### src/shared/ier_pkg.sv
// Package for the interrupt enable register one block.
// Assumes a 32-bit AXI4-Lite register bus and a single clock domain.
package ier_pkg;

  // Register map: chosen offsets, byte addresses
  localparam logic [11:0] ENABLE_ONE_OFFSET = 12'h000;
  localparam logic [11:0] REQ_STATUS_OFFSET = 12'h004;
  localparam logic [11:0] GATED_OFFSET = 12'h008;
  localparam int ADDR_WIDTH = 12;
  localparam int DATA_WIDTH = 32;
  localparam int REG_WIDTH = 16;

  // Field positions of interrupt_enable_one
  localparam int UART_B_TX_BIT = 15;
  localparam int UART_B_RX_BIT = 14;
  localparam int EXT_TWO_BIT = 13;
  localparam int TIMER_FIVE_BIT = 12;
  localparam int TIMER_FOUR_BIT = 11;
  localparam int OC_FOUR_BIT = 10;
  localparam int OC_THREE_BIT = 9;
  localparam int UNUSED_EIGHT_BIT = 8;
  localparam int IC_EIGHT_BIT = 7;
  localparam int IC_SEVEN_BIT = 6;
  localparam int UNUSED_FIVE_BIT = 5;
  localparam int EXT_ONE_BIT = 4;
  localparam int CHANGE_BIT = 3;
  localparam int COMPARATOR_BIT = 2;
  localparam int I2C_MASTER_BIT = 1;
  localparam int I2C_SLAVE_BIT = 0;

  // Writable bits: all but 8 and 5
  localparam logic [15:0] ENABLE_ONE_MASK = 16'hFEDF;
  localparam logic [15:0] ENABLE_ONE_RESET = 16'h0000;

  // AXI responses
  localparam logic [1:0] RESP_OKAY = 2'h0;
  localparam logic [1:0] RESP_SLVERR = 2'h2;

  typedef struct packed {
    logic [31:0] data;
    logic [1:0] resp;
  } ier_rdata_s;

endpackage : ier_pkg

### src/verilog/ier_top.sv
// Interrupt enable register one with an AXI4-Lite slave.
// Assumes requests from sources are synchronous to CLOCK and active high.
// Contract
// - An enable bit at one passes its source request, at zero blocks it.
// - Bit 15 is the read/write enable of the second UART transmitter.
// - Bit 14 is the read/write enable of the second UART receiver.
// - Bit 13 is the read/write enable of external interrupt two.
// - Bit 12 is the read/write enable of timer five.
// - Bit 11 is the read/write enable of timer four.
// - Bit 10 is the read/write enable of output compare four.
// - Bit 9 is the read/write enable of output compare three.
// - Bit 8 is unimplemented, reads zero and ignores writes.
// - Bit 7 is the read/write enable of input capture eight.
// - Bit 6 is the read/write enable of input capture seven.
// - Bit 3 is the read/write enable of input change notification.
// - Bit 2 is the read/write enable of the comparator.
// - Bits 1 and 0 enable the first I2C master and slave events.
`timescale 1ns/1ps
`default_nettype none

module ier_top
(
  // Clock and reset
  input wire logic CLOCK,
  input wire logic RST_B,
  // AXI4-Lite write address
  input wire logic [ier_pkg::ADDR_WIDTH-1:0] AWADDR,
  input wire logic [2:0] AWPROT,
  input wire logic AWVALID,
  output logic AWREADY,
  // AXI4-Lite write data
  input wire logic [ier_pkg::DATA_WIDTH-1:0] WDATA,
  input wire logic [3:0] WSTRB,
  input wire logic WVALID,
  output logic WREADY,
  // AXI4-Lite write response
  output logic [1:0] BRESP,
  output logic BVALID,
  input wire logic BREADY,
  // AXI4-Lite read address
  input wire logic [ier_pkg::ADDR_WIDTH-1:0] ARADDR,
  input wire logic [2:0] ARPROT,
  input wire logic ARVALID,
  output logic ARREADY,
  // AXI4-Lite read data
  output logic [ier_pkg::DATA_WIDTH-1:0] RDATA,
  output logic [1:0] RRESP,
  output logic RVALID,
  input wire logic RREADY,
  // Raw source requests, bit order as the enable register
  input wire logic [ier_pkg::REG_WIDTH-1:0] SRC_REQ,
  // Gated requests to the priority logic
  output logic [ier_pkg::REG_WIDTH-1:0] IRQ_REQ,
  // Enable bits for the consumer
  output logic [ier_pkg::REG_WIDTH-1:0] IRQ_ENABLE
);

  logic [15:0] enable_one_reg;
  logic [15:0] enable_one_next;
  logic [15:0] irq_req_reg;
  logic aw_hold_reg;
  logic w_hold_reg;
  logic [ier_pkg::ADDR_WIDTH-1:0] awaddr_reg;
  logic [31:0] wdata_reg;
  logic [3:0] wstrb_reg;
  logic bvalid_reg;
  logic [1:0] bresp_reg;
  logic rvalid_reg;
  ier_pkg::ier_rdata_s rd_reg;
  ier_pkg::ier_rdata_s rd_next;
  logic wr_fire;
  logic wr_hit;
  logic [15:0] wr_bits;
  logic [15:0] enable_view;
  // One named enable per implemented source
  logic uart_b_tx_irq_en;
  logic uart_b_rx_irq_en;
  logic ext_irq_two_en;
  logic timer_five_irq_en;
  logic timer_four_irq_en;
  logic out_compare_four_irq_en;
  logic out_compare_three_irq_en;
  logic in_capture_eight_irq_en;
  logic in_capture_seven_irq_en;
  logic ext_irq_one_en;
  logic change_notify_irq_en;
  logic comparator_irq_en;
  logic i2c_a_master_irq_en;
  logic i2c_a_slave_irq_en;

  // One write at a time: address and data are latched in any order
  assign AWREADY = !aw_hold_reg && !bvalid_reg;
  assign WREADY = !w_hold_reg && !bvalid_reg;
  assign wr_fire = aw_hold_reg && w_hold_reg && !bvalid_reg;
  assign wr_hit = awaddr_reg[ier_pkg::ADDR_WIDTH-1:2] ==
                  ier_pkg::ENABLE_ONE_OFFSET[ier_pkg::ADDR_WIDTH-1:2];

  always_ff @(posedge CLOCK or negedge RST_B)
  begin
    if (!RST_B)
    begin
      aw_hold_reg <= 1'b0;
      awaddr_reg <= '0;
    end
    else if (AWVALID && AWREADY)
    begin
      aw_hold_reg <= 1'b1;
      awaddr_reg <= AWADDR;
    end
    else if (wr_fire)
    begin
      aw_hold_reg <= 1'b0;
    end
  end

  always_ff @(posedge CLOCK or negedge RST_B)
  begin
    if (!RST_B)
    begin
      w_hold_reg <= 1'b0;
      wdata_reg <= '0;
      wstrb_reg <= '0;
    end
    else if (WVALID && WREADY)
    begin
      w_hold_reg <= 1'b1;
      wdata_reg <= WDATA;
      wstrb_reg <= WSTRB;
    end
    else if (wr_fire)
    begin
      w_hold_reg <= 1'b0;
    end
  end

  // Byte lanes 0 and 1 carry the 16-bit register; upper lanes are ignored
  always_comb
  begin
    wr_bits = enable_one_reg;
    if (wstrb_reg[0])
    begin
      wr_bits[7:0] = wdata_reg[7:0];
    end
    if (wstrb_reg[1])
    begin
      wr_bits[15:8] = wdata_reg[15:8];
    end
    enable_one_next = enable_one_reg;
    if (wr_fire && wr_hit)
    begin
      // Unimplemented bits 8 and 5 never store a one
      enable_one_next = wr_bits & ier_pkg::ENABLE_ONE_MASK;
    end
  end

  // Bits 15..9, 7, 6, 4..0 are plain read/write flops
  always_ff @(posedge CLOCK or negedge RST_B)
  begin
    if (!RST_B)
    begin
      enable_one_reg <= ier_pkg::ENABLE_ONE_RESET;
    end
    else
    begin
      enable_one_reg <= enable_one_next;
    end
  end

  // Named taps of the stored enables
  assign uart_b_tx_irq_en =
    enable_one_reg[ier_pkg::UART_B_TX_BIT];
  assign uart_b_rx_irq_en =
    enable_one_reg[ier_pkg::UART_B_RX_BIT];
  assign ext_irq_two_en =
    enable_one_reg[ier_pkg::EXT_TWO_BIT];
  assign timer_five_irq_en =
    enable_one_reg[ier_pkg::TIMER_FIVE_BIT];
  assign timer_four_irq_en =
    enable_one_reg[ier_pkg::TIMER_FOUR_BIT];
  assign out_compare_four_irq_en =
    enable_one_reg[ier_pkg::OC_FOUR_BIT];
  assign out_compare_three_irq_en =
    enable_one_reg[ier_pkg::OC_THREE_BIT];
  assign in_capture_eight_irq_en =
    enable_one_reg[ier_pkg::IC_EIGHT_BIT];
  assign in_capture_seven_irq_en =
    enable_one_reg[ier_pkg::IC_SEVEN_BIT];
  assign ext_irq_one_en =
    enable_one_reg[ier_pkg::EXT_ONE_BIT];
  assign change_notify_irq_en =
    enable_one_reg[ier_pkg::CHANGE_BIT];
  assign comparator_irq_en =
    enable_one_reg[ier_pkg::COMPARATOR_BIT];
  assign i2c_a_master_irq_en =
    enable_one_reg[ier_pkg::I2C_MASTER_BIT];
  assign i2c_a_slave_irq_en =
    enable_one_reg[ier_pkg::I2C_SLAVE_BIT];

  // Image rebuilt from the taps: positions 8 and 5 are forced to zero
  // here as well, whatever the flops behind them might hold
  always_comb
  begin
    enable_view = '0;
    enable_view[ier_pkg::UART_B_TX_BIT] = uart_b_tx_irq_en;
    enable_view[ier_pkg::UART_B_RX_BIT] = uart_b_rx_irq_en;
    enable_view[ier_pkg::EXT_TWO_BIT] = ext_irq_two_en;
    enable_view[ier_pkg::TIMER_FIVE_BIT] = timer_five_irq_en;
    enable_view[ier_pkg::TIMER_FOUR_BIT] = timer_four_irq_en;
    enable_view[ier_pkg::OC_FOUR_BIT] = out_compare_four_irq_en;
    enable_view[ier_pkg::OC_THREE_BIT] = out_compare_three_irq_en;
    enable_view[ier_pkg::IC_EIGHT_BIT] = in_capture_eight_irq_en;
    enable_view[ier_pkg::IC_SEVEN_BIT] = in_capture_seven_irq_en;
    enable_view[ier_pkg::EXT_ONE_BIT] = ext_irq_one_en;
    enable_view[ier_pkg::CHANGE_BIT] = change_notify_irq_en;
    enable_view[ier_pkg::COMPARATOR_BIT] = comparator_irq_en;
    enable_view[ier_pkg::I2C_MASTER_BIT] = i2c_a_master_irq_en;
    enable_view[ier_pkg::I2C_SLAVE_BIT] = i2c_a_slave_irq_en;
    enable_view[ier_pkg::UNUSED_EIGHT_BIT] = 1'h0;
    enable_view[ier_pkg::UNUSED_FIVE_BIT] = 1'h0;
  end

  always_ff @(posedge CLOCK or negedge RST_B)
  begin
    if (!RST_B)
    begin
      bvalid_reg <= 1'b0;
      bresp_reg <= ier_pkg::RESP_OKAY;
    end
    else if (wr_fire)
    begin
      bvalid_reg <= 1'b1;
      bresp_reg <= wr_hit ? ier_pkg::RESP_OKAY : ier_pkg::RESP_SLVERR;
    end
    else if (BREADY)
    begin
      bvalid_reg <= 1'b0;
    end
  end

  assign BVALID = bvalid_reg;
  assign BRESP = bresp_reg;

  // Read side
  assign ARREADY = !rvalid_reg;

  always_comb
  begin
    rd_next.data = '0;
    rd_next.resp = ier_pkg::RESP_OKAY;
    case (ARADDR[ier_pkg::ADDR_WIDTH-1:2])
      ier_pkg::ENABLE_ONE_OFFSET[ier_pkg::ADDR_WIDTH-1:2]:
        rd_next.data = {16'h0000, enable_view};
      ier_pkg::REQ_STATUS_OFFSET[ier_pkg::ADDR_WIDTH-1:2]:
        rd_next.data = {16'h0000, SRC_REQ & ier_pkg::ENABLE_ONE_MASK};
      ier_pkg::GATED_OFFSET[ier_pkg::ADDR_WIDTH-1:2]:
        rd_next.data = {16'h0000, irq_req_reg};
      default:
        rd_next.resp = ier_pkg::RESP_SLVERR;
    endcase
  end

  always_ff @(posedge CLOCK or negedge RST_B)
  begin
    if (!RST_B)
    begin
      rvalid_reg <= 1'b0;
      rd_reg <= '0;
    end
    else if (ARVALID && ARREADY)
    begin
      rvalid_reg <= 1'b1;
      rd_reg <= rd_next;
    end
    else if (RREADY)
    begin
      rvalid_reg <= 1'b0;
    end
  end

  assign RVALID = rvalid_reg;
  assign RDATA = rd_reg.data;
  assign RRESP = rd_reg.resp;

  // A cleared enable blocks its source; registered to keep outputs clean
  always_ff @(posedge CLOCK or negedge RST_B)
  begin
    if (!RST_B)
    begin
      irq_req_reg <= '0;
    end
    else
    begin
      irq_req_reg <= SRC_REQ & enable_view;
    end
  end

  assign IRQ_REQ = irq_req_reg;
  assign IRQ_ENABLE = enable_view;

endmodule : ier_top

`default_nettype wire

### config.mk
export PLATFORM = sky130hd
export DESIGN_NAME = ier_top
export DESIGN_NICKNAME = d
export VERILOG_FILES = /design/src/shared/ier_pkg.sv /design/src/verilog/ier_top.sv
export SDC_FILE = /design/constraint.sdc
export NUM_CORES = 1
export LEC_CHECK = 0
export ABC_CLOCK_PERIOD_IN_PS = 2000
export BUFFER_PORTS_ARGS = -buffer_cell sky130_fd_sc_hd__buf_2
export CAP_MARGIN = 5
export CORE_ASPECT_RATIO = 2
export CORE_MARGIN = 8
export CORE_UTILIZATION = 39
export DETAILED_ROUTE_END_ITERATION = 7
export PLACE_DENSITY_LB_ADDON = 0.05
export SYNTH_ARGS = -nofsm -noshare
export SYNTH_HDL_FRONTEND = slang
export SYNTH_SLANG_ARGS = --single-unit
### constraint.sdc
create_clock -name CLOCK -period 2 [get_ports CLOCK]
set_input_delay 0.4 -clock CLOCK [delete_from_list [all_inputs] [get_ports CLOCK]]
set_output_delay 0.4 -clock CLOCK [all_outputs]
set_load 0.005 [all_outputs]
==> results of run 1 <==
[how the worst max path moves through the flow]
stage                         endpoint  slack, ns     startpoint
CTS                 enable_one_reg[11]      0.001  awaddr_reg[2]
global placement    enable_one_reg[11]       0.05  awaddr_reg[2]
detailed placement  enable_one_reg[11]       0.02  awaddr_reg[2]
floorplan            enable_one_reg[0]       0.11  awaddr_reg[2]
global route         enable_one_reg[2]       0.04  awaddr_reg[3]
finish              enable_one_reg[11]       0.09  awaddr_reg[3]
[synthesized netlist by cell type]
cell type | n | area share
or4_4 | 1 | 0.0035
nor4_1 | 3 | 0.0059
clkbuf_1 | 7 | 0.0082
nor2_1 | 2 | 0.0023
or4_1 | 1 | 0.0023
nand2b_1 | 1 | 0.0020
mux2i_1 | 14 | 0.044
mux2_2 | 37 | 0.13
conb_1 | 1 | 0.0012
nand4_1 | 1 | 0.0020
o21ai_0 | 17 | 0.027
a21o_1 | 1 | 0.0023
or3b_2 | 2 | 0.0055
buf_4 | 24 | 0.056
nand3b_1 | 1 | 0.0023
buf_2 | 1 | 0.0016
nand2_1 | 17 | 0.020
dfrtp_1 | 74 | 0.58
mux2_1 | 3 | 0.011
a2bb2oi_1 | 14 | 0.038
nor4_4 | 2 | 0.013
nor2b_1 | 4 | 0.0078
o21a_1 | 2 | 0.0047
and2_1 | 15 | 0.029
buf_1 | 1 | 0.0012
inv_1 | 2 | 0.0023
[where the power goes]
group	switching, mW	internal [mW]
Clock	0.581	1.12
Sequential	0.199	1.83
Combinational	0.365	0.487
Total	1.15	3.44
[kinds of logic (layout without fill, tap and decap cells)]
group	Yosys count	in the layout	share of synthesized area
multiplexers	54	54	0.1842
AO/OA/AOI/OAI	34	34	0.07179
other	1	24	0.001169
flip-flops	74	74	0.5774
buffers and inverters	35	132	0.06945
AND/OR/NAND/NOR	50	50	0.09599
[layer usage]
metal | up-vias | GRT usage | part of all wire
li1 | 1053 | - | -
met1 | 1108 | 0.1578 | 0.40
met2 | 87 | 0.2214 | 0.48
met3 | 9 | 0.06600 | 0.10
met4 | 0 | 0.06564 | 0.017
met5 | - | 0 | 0
[through the flow]
step                      hold slack (ns)  instances
after floorplan                    0.1044        271
after global placement             0.3893        450
after detailed placement           0.3938        450
after CTS                         0.04230        466
after global routing              0.06071        466
final                             0.03120        466
[final cells by class]
type,instances,share of cell area
Tap cell,98,0.02968
Multi-Input combinational cell,162,0.2959
Sequential cell,74,0.4482
Clock buffer,10,0.05784
Clock inverter,6,0.01938
Inverter,2,0.001817
Timing Repair Buffer,114,0.1472
[worst max-delay path: cells and delay by family, from the launching register on]
kind	cells	cell delay, ns
buf+inv	1	0.22
simple gates	2	0.84
flops	1	0.38
mux	1	0.35
==> impl_results.md, run 1 <==
- Final TNS setup: 0 ns
- Number of global-route vias before repair: 2447
- ANT nets after route: 0
- CP max FO: 7
- Pins over their slew limit: 0
- Skew-Pair Late Insertion Delay: 0.33 ns
- Die height: 144.2 um
- Final core occ: 0.5091
- Post-DR vias/cell: 4.843
- Routed length per placed instance: 16.88 um
- Share of post-route cells with drive strength above 1: 0.4701
- Final critical-path setup slack: 0.09014 ns
- Clock transition at path regs: 0.05 ns
- R2R Setup Slk: 0.09 ns
- Port Buffers: 105
- Synth Warn #: 0
- CTS root buffer: clkbuf_16
- Slew HR: 0.5906
- Layout overhead on the synthesized area: 28.83%
- Pin count of the biggest net entering global routing: 38
- Remaining Overflow, GRT: 0
- First-pass GRT wire length: 12.42 mm
- # hold bufs at CTS: 0
- Row cnt: 47
- NumNets Final: 452
- Hold/Removal Path Class: in2async
- Count of final setup violators: 0
- Detailed Routing Iterations Pass 1: 6
- PostCTS Resize Cnt: 0
- Cell Chain, Critical Path: or4_4, nor4_4, buf_4, mux2_2
- WP data required: 2.21 ns
- Cell area after layout: 4131 sq um
- CORE AREA: 8115 sq um
- DR vias: 2257
- Initial core utilization: 0.3952
- Setup CP Type: reg2reg
- Reg2Reg Depth: 4
- Final wirelength: 7.867 mm
- Initial antenna violation count: 0
- Slowest stage delay, CP: 0.58 ns
- Area after DPL: 3809 sq um
- CP endpoint kind: flip-flop
- CTS HTree Levels: 3
- Die area: 11560 sq um
- Period utilisation layout: 0.9549
- Post-Syn Area per Cell: 12.93 sq um
- Area of the multi-input gates: 1222 sq um
- CTS sink count: 74
- Max IR drop VDD: 0.5580 mV
- Min Tclk post-route: 1.910 ns
- I/O pin count: 162
- Die W: 80.12 um
- Fmax: 523.6 MHz
- Tot Pwr: 4.582 mW
- Inserted Diodes: 0
- Post-route DRC: 0
- Pwr Density: 1109 nW/um^2
- Hold Fails Final Rpt: 0
- FF+latch count, synth: 74
- Clk buf depth: 2
- Crit path max-delay cell type: or4_4
- Pleak: 2.180 nW
- TritonCTS clock tree: done
- Gpl congestion: 0.7675
- Seq/Total Area, Yosys: 0.5774
- Crit start category: flip-flop
- Hpwl dp: 6.096 mm
- First-iteration detailed-routing DRC count: 144
- Clock buffer count from CTS: 9
- # Post-CTS Setup Buffers: 0
- Commonest non-fill, non-tap cell in the layout: buf_2
- Clk_skew: 0.005901 ns
- Reg-to-Reg Start: awaddr_reg[3]
- Synth cell types: 26
- Outcome: complete, no violations
- Number of max-cap violations: 0
- Reg area: 1852 sq um
- Fillers: 770
- RSZ-0062 raised after global routing: no
- Commonest non-fill, non-tap cells in the layout: buf_2, dfrtp_1, mux2_2, conb_1
- Worst Tran Pin Value: 0.6141 ns
- Global Route Usage Sum: 0.1415
- Post-Synthesis Cells: 248
- Synthesized area: 3207 sq um
- Worst path arrival time: 2.12 ns
- Post-Place Worst Slack: 0.01760 ns
- RR Endpoint: enable_one_reg[11]
Note: power is estimated with default switching activity, not from simulation.
==> run 2, diff against run 1 <==
CTS_BUF_LIST = sky130_fd_sc_hd__clkbuf_8   (was not set)
CTS_CLUSTER_SIZE = 40   (was not set)
==> impl_results.md, run 2 (synthesis gave the netlist of run 1 again) <==
- NumNets Final: 452 (unchanged)
- Worst Tran Pin Value: 0.6069 ns (-0.007201 ns)
- Global Route Usage Sum: 0.1385 (-0.003073)
- Worst path arrival time: 2.13 ns (about the same)
- I/O pin count: 162 (unchanged)
- Clock buffer count from CTS: 9 (unchanged)
- Fmax: 524.1 MHz (about the same)
- RSZ-0062 raised after global routing: no
- Number of max-cap violations: 0 (unchanged)
- Count of final setup violators: 0 (unchanged)
- # hold bufs at CTS: 0 (unchanged)
- Inserted Diodes: 0 (unchanged)
- Area after DPL: 3809 sq um (unchanged)
- Reg-to-Reg Start: awaddr_reg[3]
- Clk_skew: 0.005913 ns (+0.00001221 ns)
- Pleak: 2.134 nW (-2.1%)
- Area of the multi-input gates: 1222 sq um (unchanged)
- Final wirelength: 7.761 mm (-1.3%)
- First-iteration detailed-routing DRC count: 126 (-13%)
- Outcome: complete, no violations
- Cell area after layout: 4030 sq um (-2.5%)
- CTS sink count: 74 (unchanged)
- Remaining Overflow, GRT: 0 (unchanged)
- Commonest non-fill, non-tap cells in the layout: buf_2, dfrtp_1, mux2_2, conb_1
- Final core occ: 0.4966 (-0.01249)
- Crit start category: flip-flop
- Hold Fails Final Rpt: 0 (unchanged)
- Skew-Pair Late Insertion Delay: 0.34 ns (about the same)
- ANT nets after route: 0 (unchanged)
- Pwr Density: 1025 nW/um^2 (-7.6%)
- First-pass GRT wire length: 12.28 mm (-1.2%)
- Tot Pwr: 4.131 mW (-9.9%)
- Number of global-route vias before repair: 2433 (-0.57%)
- WP data required: 2.22 ns (about the same)
- Initial antenna violation count: 0 (unchanged)
- Period utilisation layout: 0.9540 (about the same)
- # Post-CTS Setup Buffers: 0 (unchanged)
- Min Tclk post-route: 1.908 ns (-0.001825 ns)
- Die area: 11560 sq um (unchanged)
- Hold_ws: 0.02169 ns (-0.009512 ns)
- CORE AREA: 8115 sq um (unchanged)
- CP endpoint kind: flip-flop
- Detailed Routing Iterations Pass 1: 6 (unchanged)
- Clock transition at path regs: 0.07 ns (+0.02 ns)
- Row cnt: 47 (unchanged)
- Clk buf depth: 2 (unchanged)
- Reg area: 1852 sq um (unchanged)
- Die W: 80.12 um (unchanged)
- Setup CP Type: reg2reg
- Post-route DRC: 0 (unchanged)
- TritonCTS clock tree: done
- Setup crit start: awaddr_reg[3]
- CTS HTree Levels: 3 (unchanged)
- Port Buffers: 105 (unchanged)
- Hold/Removal Path Class: in2async
- Final TNS setup: 0 ns (unchanged)
- Routed length per placed instance: 16.65 um (-1.3%)
- Share of post-route cells with drive strength above 1: 0.4701 (unchanged)
- Commonest non-fill, non-tap cell in the layout: buf_2
- CP max FO: 7 (unchanged)
- Layout overhead on the synthesized area: 25.67%
- Pins over their slew limit: 0 (unchanged)
- Hpwl dp: 6.096 mm (unchanged)
- Fillers: 783 (+1.7%)
- Max IR drop VDD: 0.5422 mV (-2.8%)
- Post-DR vias/cell: 4.876 (+0.66%)
- CTS root buffer: clkbuf_8
- Pin count of the biggest net entering global routing: 38 (unchanged)
- Slew HR: 0.5954 (+0.004801)
- Die height: 144.2 um (unchanged)
- Gpl congestion: 0.7675 (unchanged)
- DR vias: 2272 (+0.66%)
- Initial core utilization: 0.3952 (unchanged)
## run 2: per-layer routing
layer | wire (um) | global-route usage | up-vias | share of wire
met1 | 3039 | 0.1559 | 1120 | 0.39
met3 | 829 | 0.06227 | 8 | 0.11
met2 | 3777 | 0.2197 | 91 | 0.49
met4 | 114 | 0.05695 | 0 | 0.015
met5 | 0 | 0 | - | 0
li1 | - | - | 1053 | -
## run 2: timing repair
item,CTS,global route
endpoints found under the hold margin,0,0
setup endpoints to repair,0,14
resized for setup,0,1
## run 2: area by class of cell
cell class / count / share of cell area
Tap cell: 98 / 0.03043
Clock inverter: 6 / 0.01987
Timing Repair Buffer: 114 / 0.1509
Clock buffer: 10 / 0.03415
Inverter: 2 / 0.001863
Multi-Input combinational cell: 162 / 0.3033
Sequential cell: 74 / 0.4595
## run 2: through the flow
step | setup WS (ns) | instances
after floorplan | 0.1140 | 271
after global placement | 0.04891 | 450
after detailed placement | 0.01760 | 450
after CTS | 0.0009308 | 466
after global routing | 0.02770 | 466
final | 0.09196 | 466
## run 2: worst max-delay path, cell delays in order, from the launching register on
cell and delay [ns]:
dfrtp_1 0.38, or4_4 0.58, nor4_4 0.26, buf_4 0.22, mux2_2 0.35
## run 2: final timing paths
| check | end | slack, ns | cells after the start |
|---|---|---|---|
| setup / recovery | enable_one_reg[10] | 0.09 | 4 |
| hold / removal | RDATA[10] | 0.02 | 1 |
| setup reg to reg | enable_one_reg[10] | 0.09 | 4 |
| hold reg to reg | RDATA[7] | 0.48 | 2 |
| max in group asynchronous | IRQ_REQ[10] | 1.42 | 2 |
| min in group CLOCK | BVALID | 0.24 | 2 |
## run 2: power by group
group	leakage [nW]	switching, mW	total, mW	internal (mW)
sequential	0.961	0.201	2.03	1.83
clock	0.116	0.520	1.25	0.727
combinational	1.06	0.364	0.851	0.487
total	2.13	1.09	4.13	3.04
==> run 3, diff against run 2 <==
CORE_MARGIN = 3   (was 8)
==> impl_results.md, run 3 (synthesis gave the netlist of run 1 again) <==
- Post-route DRC: 0 (unchanged)
- NumNets Final: 453 (+0.22%)
- Post-Place Worst Slack: 0.01427 ns (-0.003339 ns)
- R2R Setup Slk: 0.1 ns (about the same)
- Clk buf depth: 2 (unchanged)
- Hpwl dp: 5.459 mm (-10%)
- CTS sink count: 74 (unchanged)
- Commonest non-fill, non-tap cell in the layout: buf_2
- Pwr Density: 1036 nW/um^2 (+1.1%)
- CP endpoint kind: flip-flop
- Routed length per placed instance: 15.23 um (-8.5%)
- Final wirelength: 7.084 mm (-8.7%)
- Pins over their slew limit: 0 (unchanged)
- Inserted Diodes: 0 (unchanged)
- Final TNS setup: 0 ns (unchanged)
- Final critical-path setup slack: 0.09922 ns (+0.007253 ns)
- CTS root buffer: clkbuf_8
- Reg-to-Reg Start: awaddr_reg[3]
- ANT nets after route: 0 (unchanged)
- Reg2Reg Depth: 4 (unchanged)
- Max IR drop VDD: 0.7767 mV (+43%)
- WP data required: 2.23 ns (about the same)
- Period utilisation layout: 0.9504 (-0.003626)
- First-pass GRT wire length: 11.53 mm (-6.1%)
- Min Tclk post-route: 1.901 ns (-0.007253 ns)
- Family with the most delay on the worst path: simple AND/OR/NAND/NOR gates
- Port Buffers: 105 (unchanged)
- Global Route Usage Sum: 0.1599 (+0.02148)
- CP max FO: 7 (unchanged)
- Initial core utilization: 0.4037 (+0.008590)
- Fmax: 526.1 MHz (+0.38%)
- Share of post-route cells with drive strength above 1: 0.4715 (+0.001436)
- I/O pin count: 162 (unchanged)
- Crit path max-delay cell type: or4_4
- Detailed Routing Iterations Pass 1: 4 (-2)
- Crit start category: flip-flop
- RSZ-0062 raised after global routing: no
- Gpl congestion: 0.7161 (-6.7%)
- Layout overhead on the synthesized area: 26.73%
- Hold/Removal Path Class: in2reg
- Cell area after layout: 4064 sq um (+0.84%)
- Initial antenna violation count: 0 (unchanged)
- Count of final setup violators: 0 (unchanged)
- Clk_skew: 0.009115 ns (+0.003202 ns)
- RR Endpoint: enable_one_reg[11]
- Die W: 70.12 um (-12%)
- Pin count of the biggest net entering global routing: 33 (-13%)
- Die height: 134.2 um (-6.9%)
- CORE AREA: 7943 sq um (-2.1%)
- Worst path arrival time: 2.13 ns (about the same)
- Setup CP Type: reg2reg
- Row cnt: 46 (-2.1%)
- Commonest non-fill, non-tap cells in the layout: buf_2, dfrtp_1, mux2_2, conb_1
- CTS HTree Levels: 3 (unchanged)
- Number of global-route vias before repair: 2237 (-8.1%)
- Outcome: complete, no violations
- Fillers: 759 (-3.1%)
- Post-DR vias/cell: 4.761 (-2.3%)
- Min-Delay Endpoint: BVALID
- DR vias: 2214 (-2.6%)
- Area after DPL: 3809 sq um (unchanged)
- Slowest stage delay, CP: 0.59 ns (about the same)
- First-iteration detailed-routing DRC count: 81 (-36%)
- Clock transition at path regs: 0.08 ns (about the same)
- Die area: 9413 sq um (-19%)
- Skew-Pair Late Insertion Delay: 0.35 ns (about the same)
- Final core occ: 0.5117 (+0.01505)
- Number of max-cap violations: 0 (unchanged)
- Pleak: 2.141 nW (+0.36%)
- Clock buffer count from CTS: 9 (unchanged)
- Worst path bufs/invs: 1 (unchanged)
- Remaining Overflow, GRT: 0 (unchanged)
- Slew HR: 0.2324 (-0.3630)
- Hold Fails Final Rpt: 0 (unchanged)
- TritonCTS clock tree: done
- Cell Chain, Critical Path: or4_4, nor4_4, buf_6, mux2_2
- Hold_ws: 0.2274 ns (+0.2057 ns)
- Hold Path Depth: 2
- Worst Tran Pin Value: 1.149 ns (+0.5421 ns)
- Min-delay src: BREADY
-- run 3: cell count changes in the layout (fill, tap and decap cells not counted), sizes merged --
| cell | change |
|---|---|
| clkinv | -3 |
| clkinvlp | +1 |
| dlygate4sd3 | +1 |
| clkbuf | +2 |
-- run 3: layout make-up --
| type | count | area [sq um] | share of cell area |
|---|---|---|---|
| clock buffer | 12 | 165.2 | 0.04064 |
| timing repair buffer | 115 | 621.8 | 0.1530 |
| multi-input combinational | 162 | 1225 | 0.3014 |
| tap | 96 | 120.1 | 0.02956 |
| sequential | 74 | 1852 | 0.4557 |
| inverter | 2 | 7.507 | 0.001847 |
| clock inverter | 4 | 72.57 | 0.01786 |
-- run 3: power by group --
part	leakage (nW)	internal (mW)	total (mW)	switching (mW)
clock network	0.119	0.803	1.34	0.537
logic	1.06	0.489	0.839	0.350
registers	0.961	1.83	2.03	0.203
total	2.14	3.12	4.21	1.09
-- run 3: worst max path at each step --
| stage | start | slack, ns | cells past startpoint | endpoint |
|---|---|---|---|---|
| floorplan | awaddr_reg[2] | 0.11 | 3 | enable_one_reg[0] |
| global placement | awaddr_reg[2] | 0.08 | 4 | enable_one_reg[13] |
| detailed placement | awaddr_reg[2] | 0.01 | 4 | enable_one_reg[10] |
| CTS | awaddr_reg[2] | 0.009 | 4 | enable_one_reg[10] |
| global route | awaddr_reg[3] | 0.03 | 4 | enable_one_reg[3] |
| finish | awaddr_reg[3] | 0.1 | 4 | enable_one_reg[11] |
-- run 3: layer usage --
metal | GRT usage | vias to the layer above | part of all wire
met3 | 0.05026 | 12 | 0.072
li1 | - | 1050 | -
met2 | 0.2777 | 96 | 0.54
met5 | 0 | - | 0
met1 | 0.1803 | 1056 | 0.37
met4 | 0.06397 | 0 | 0.017
-- run 3: metrics by stage --
stage | power (mW) | std cells
floorplan | 2.617 | 271
global placement | 2.881 | 448
detailed placement | 2.914 | 448
CTS | 4.278 | 465
global route | 4.469 | 465
finish | 4.211 | 465
-- run 3: repair_timing --
item	CTS	global route
endpoints found under the setup margin	0	12
endpoints found under the hold margin	21	0
buffers inserted	0	0
gates resized for setup	0	2
hold buffers	1	0
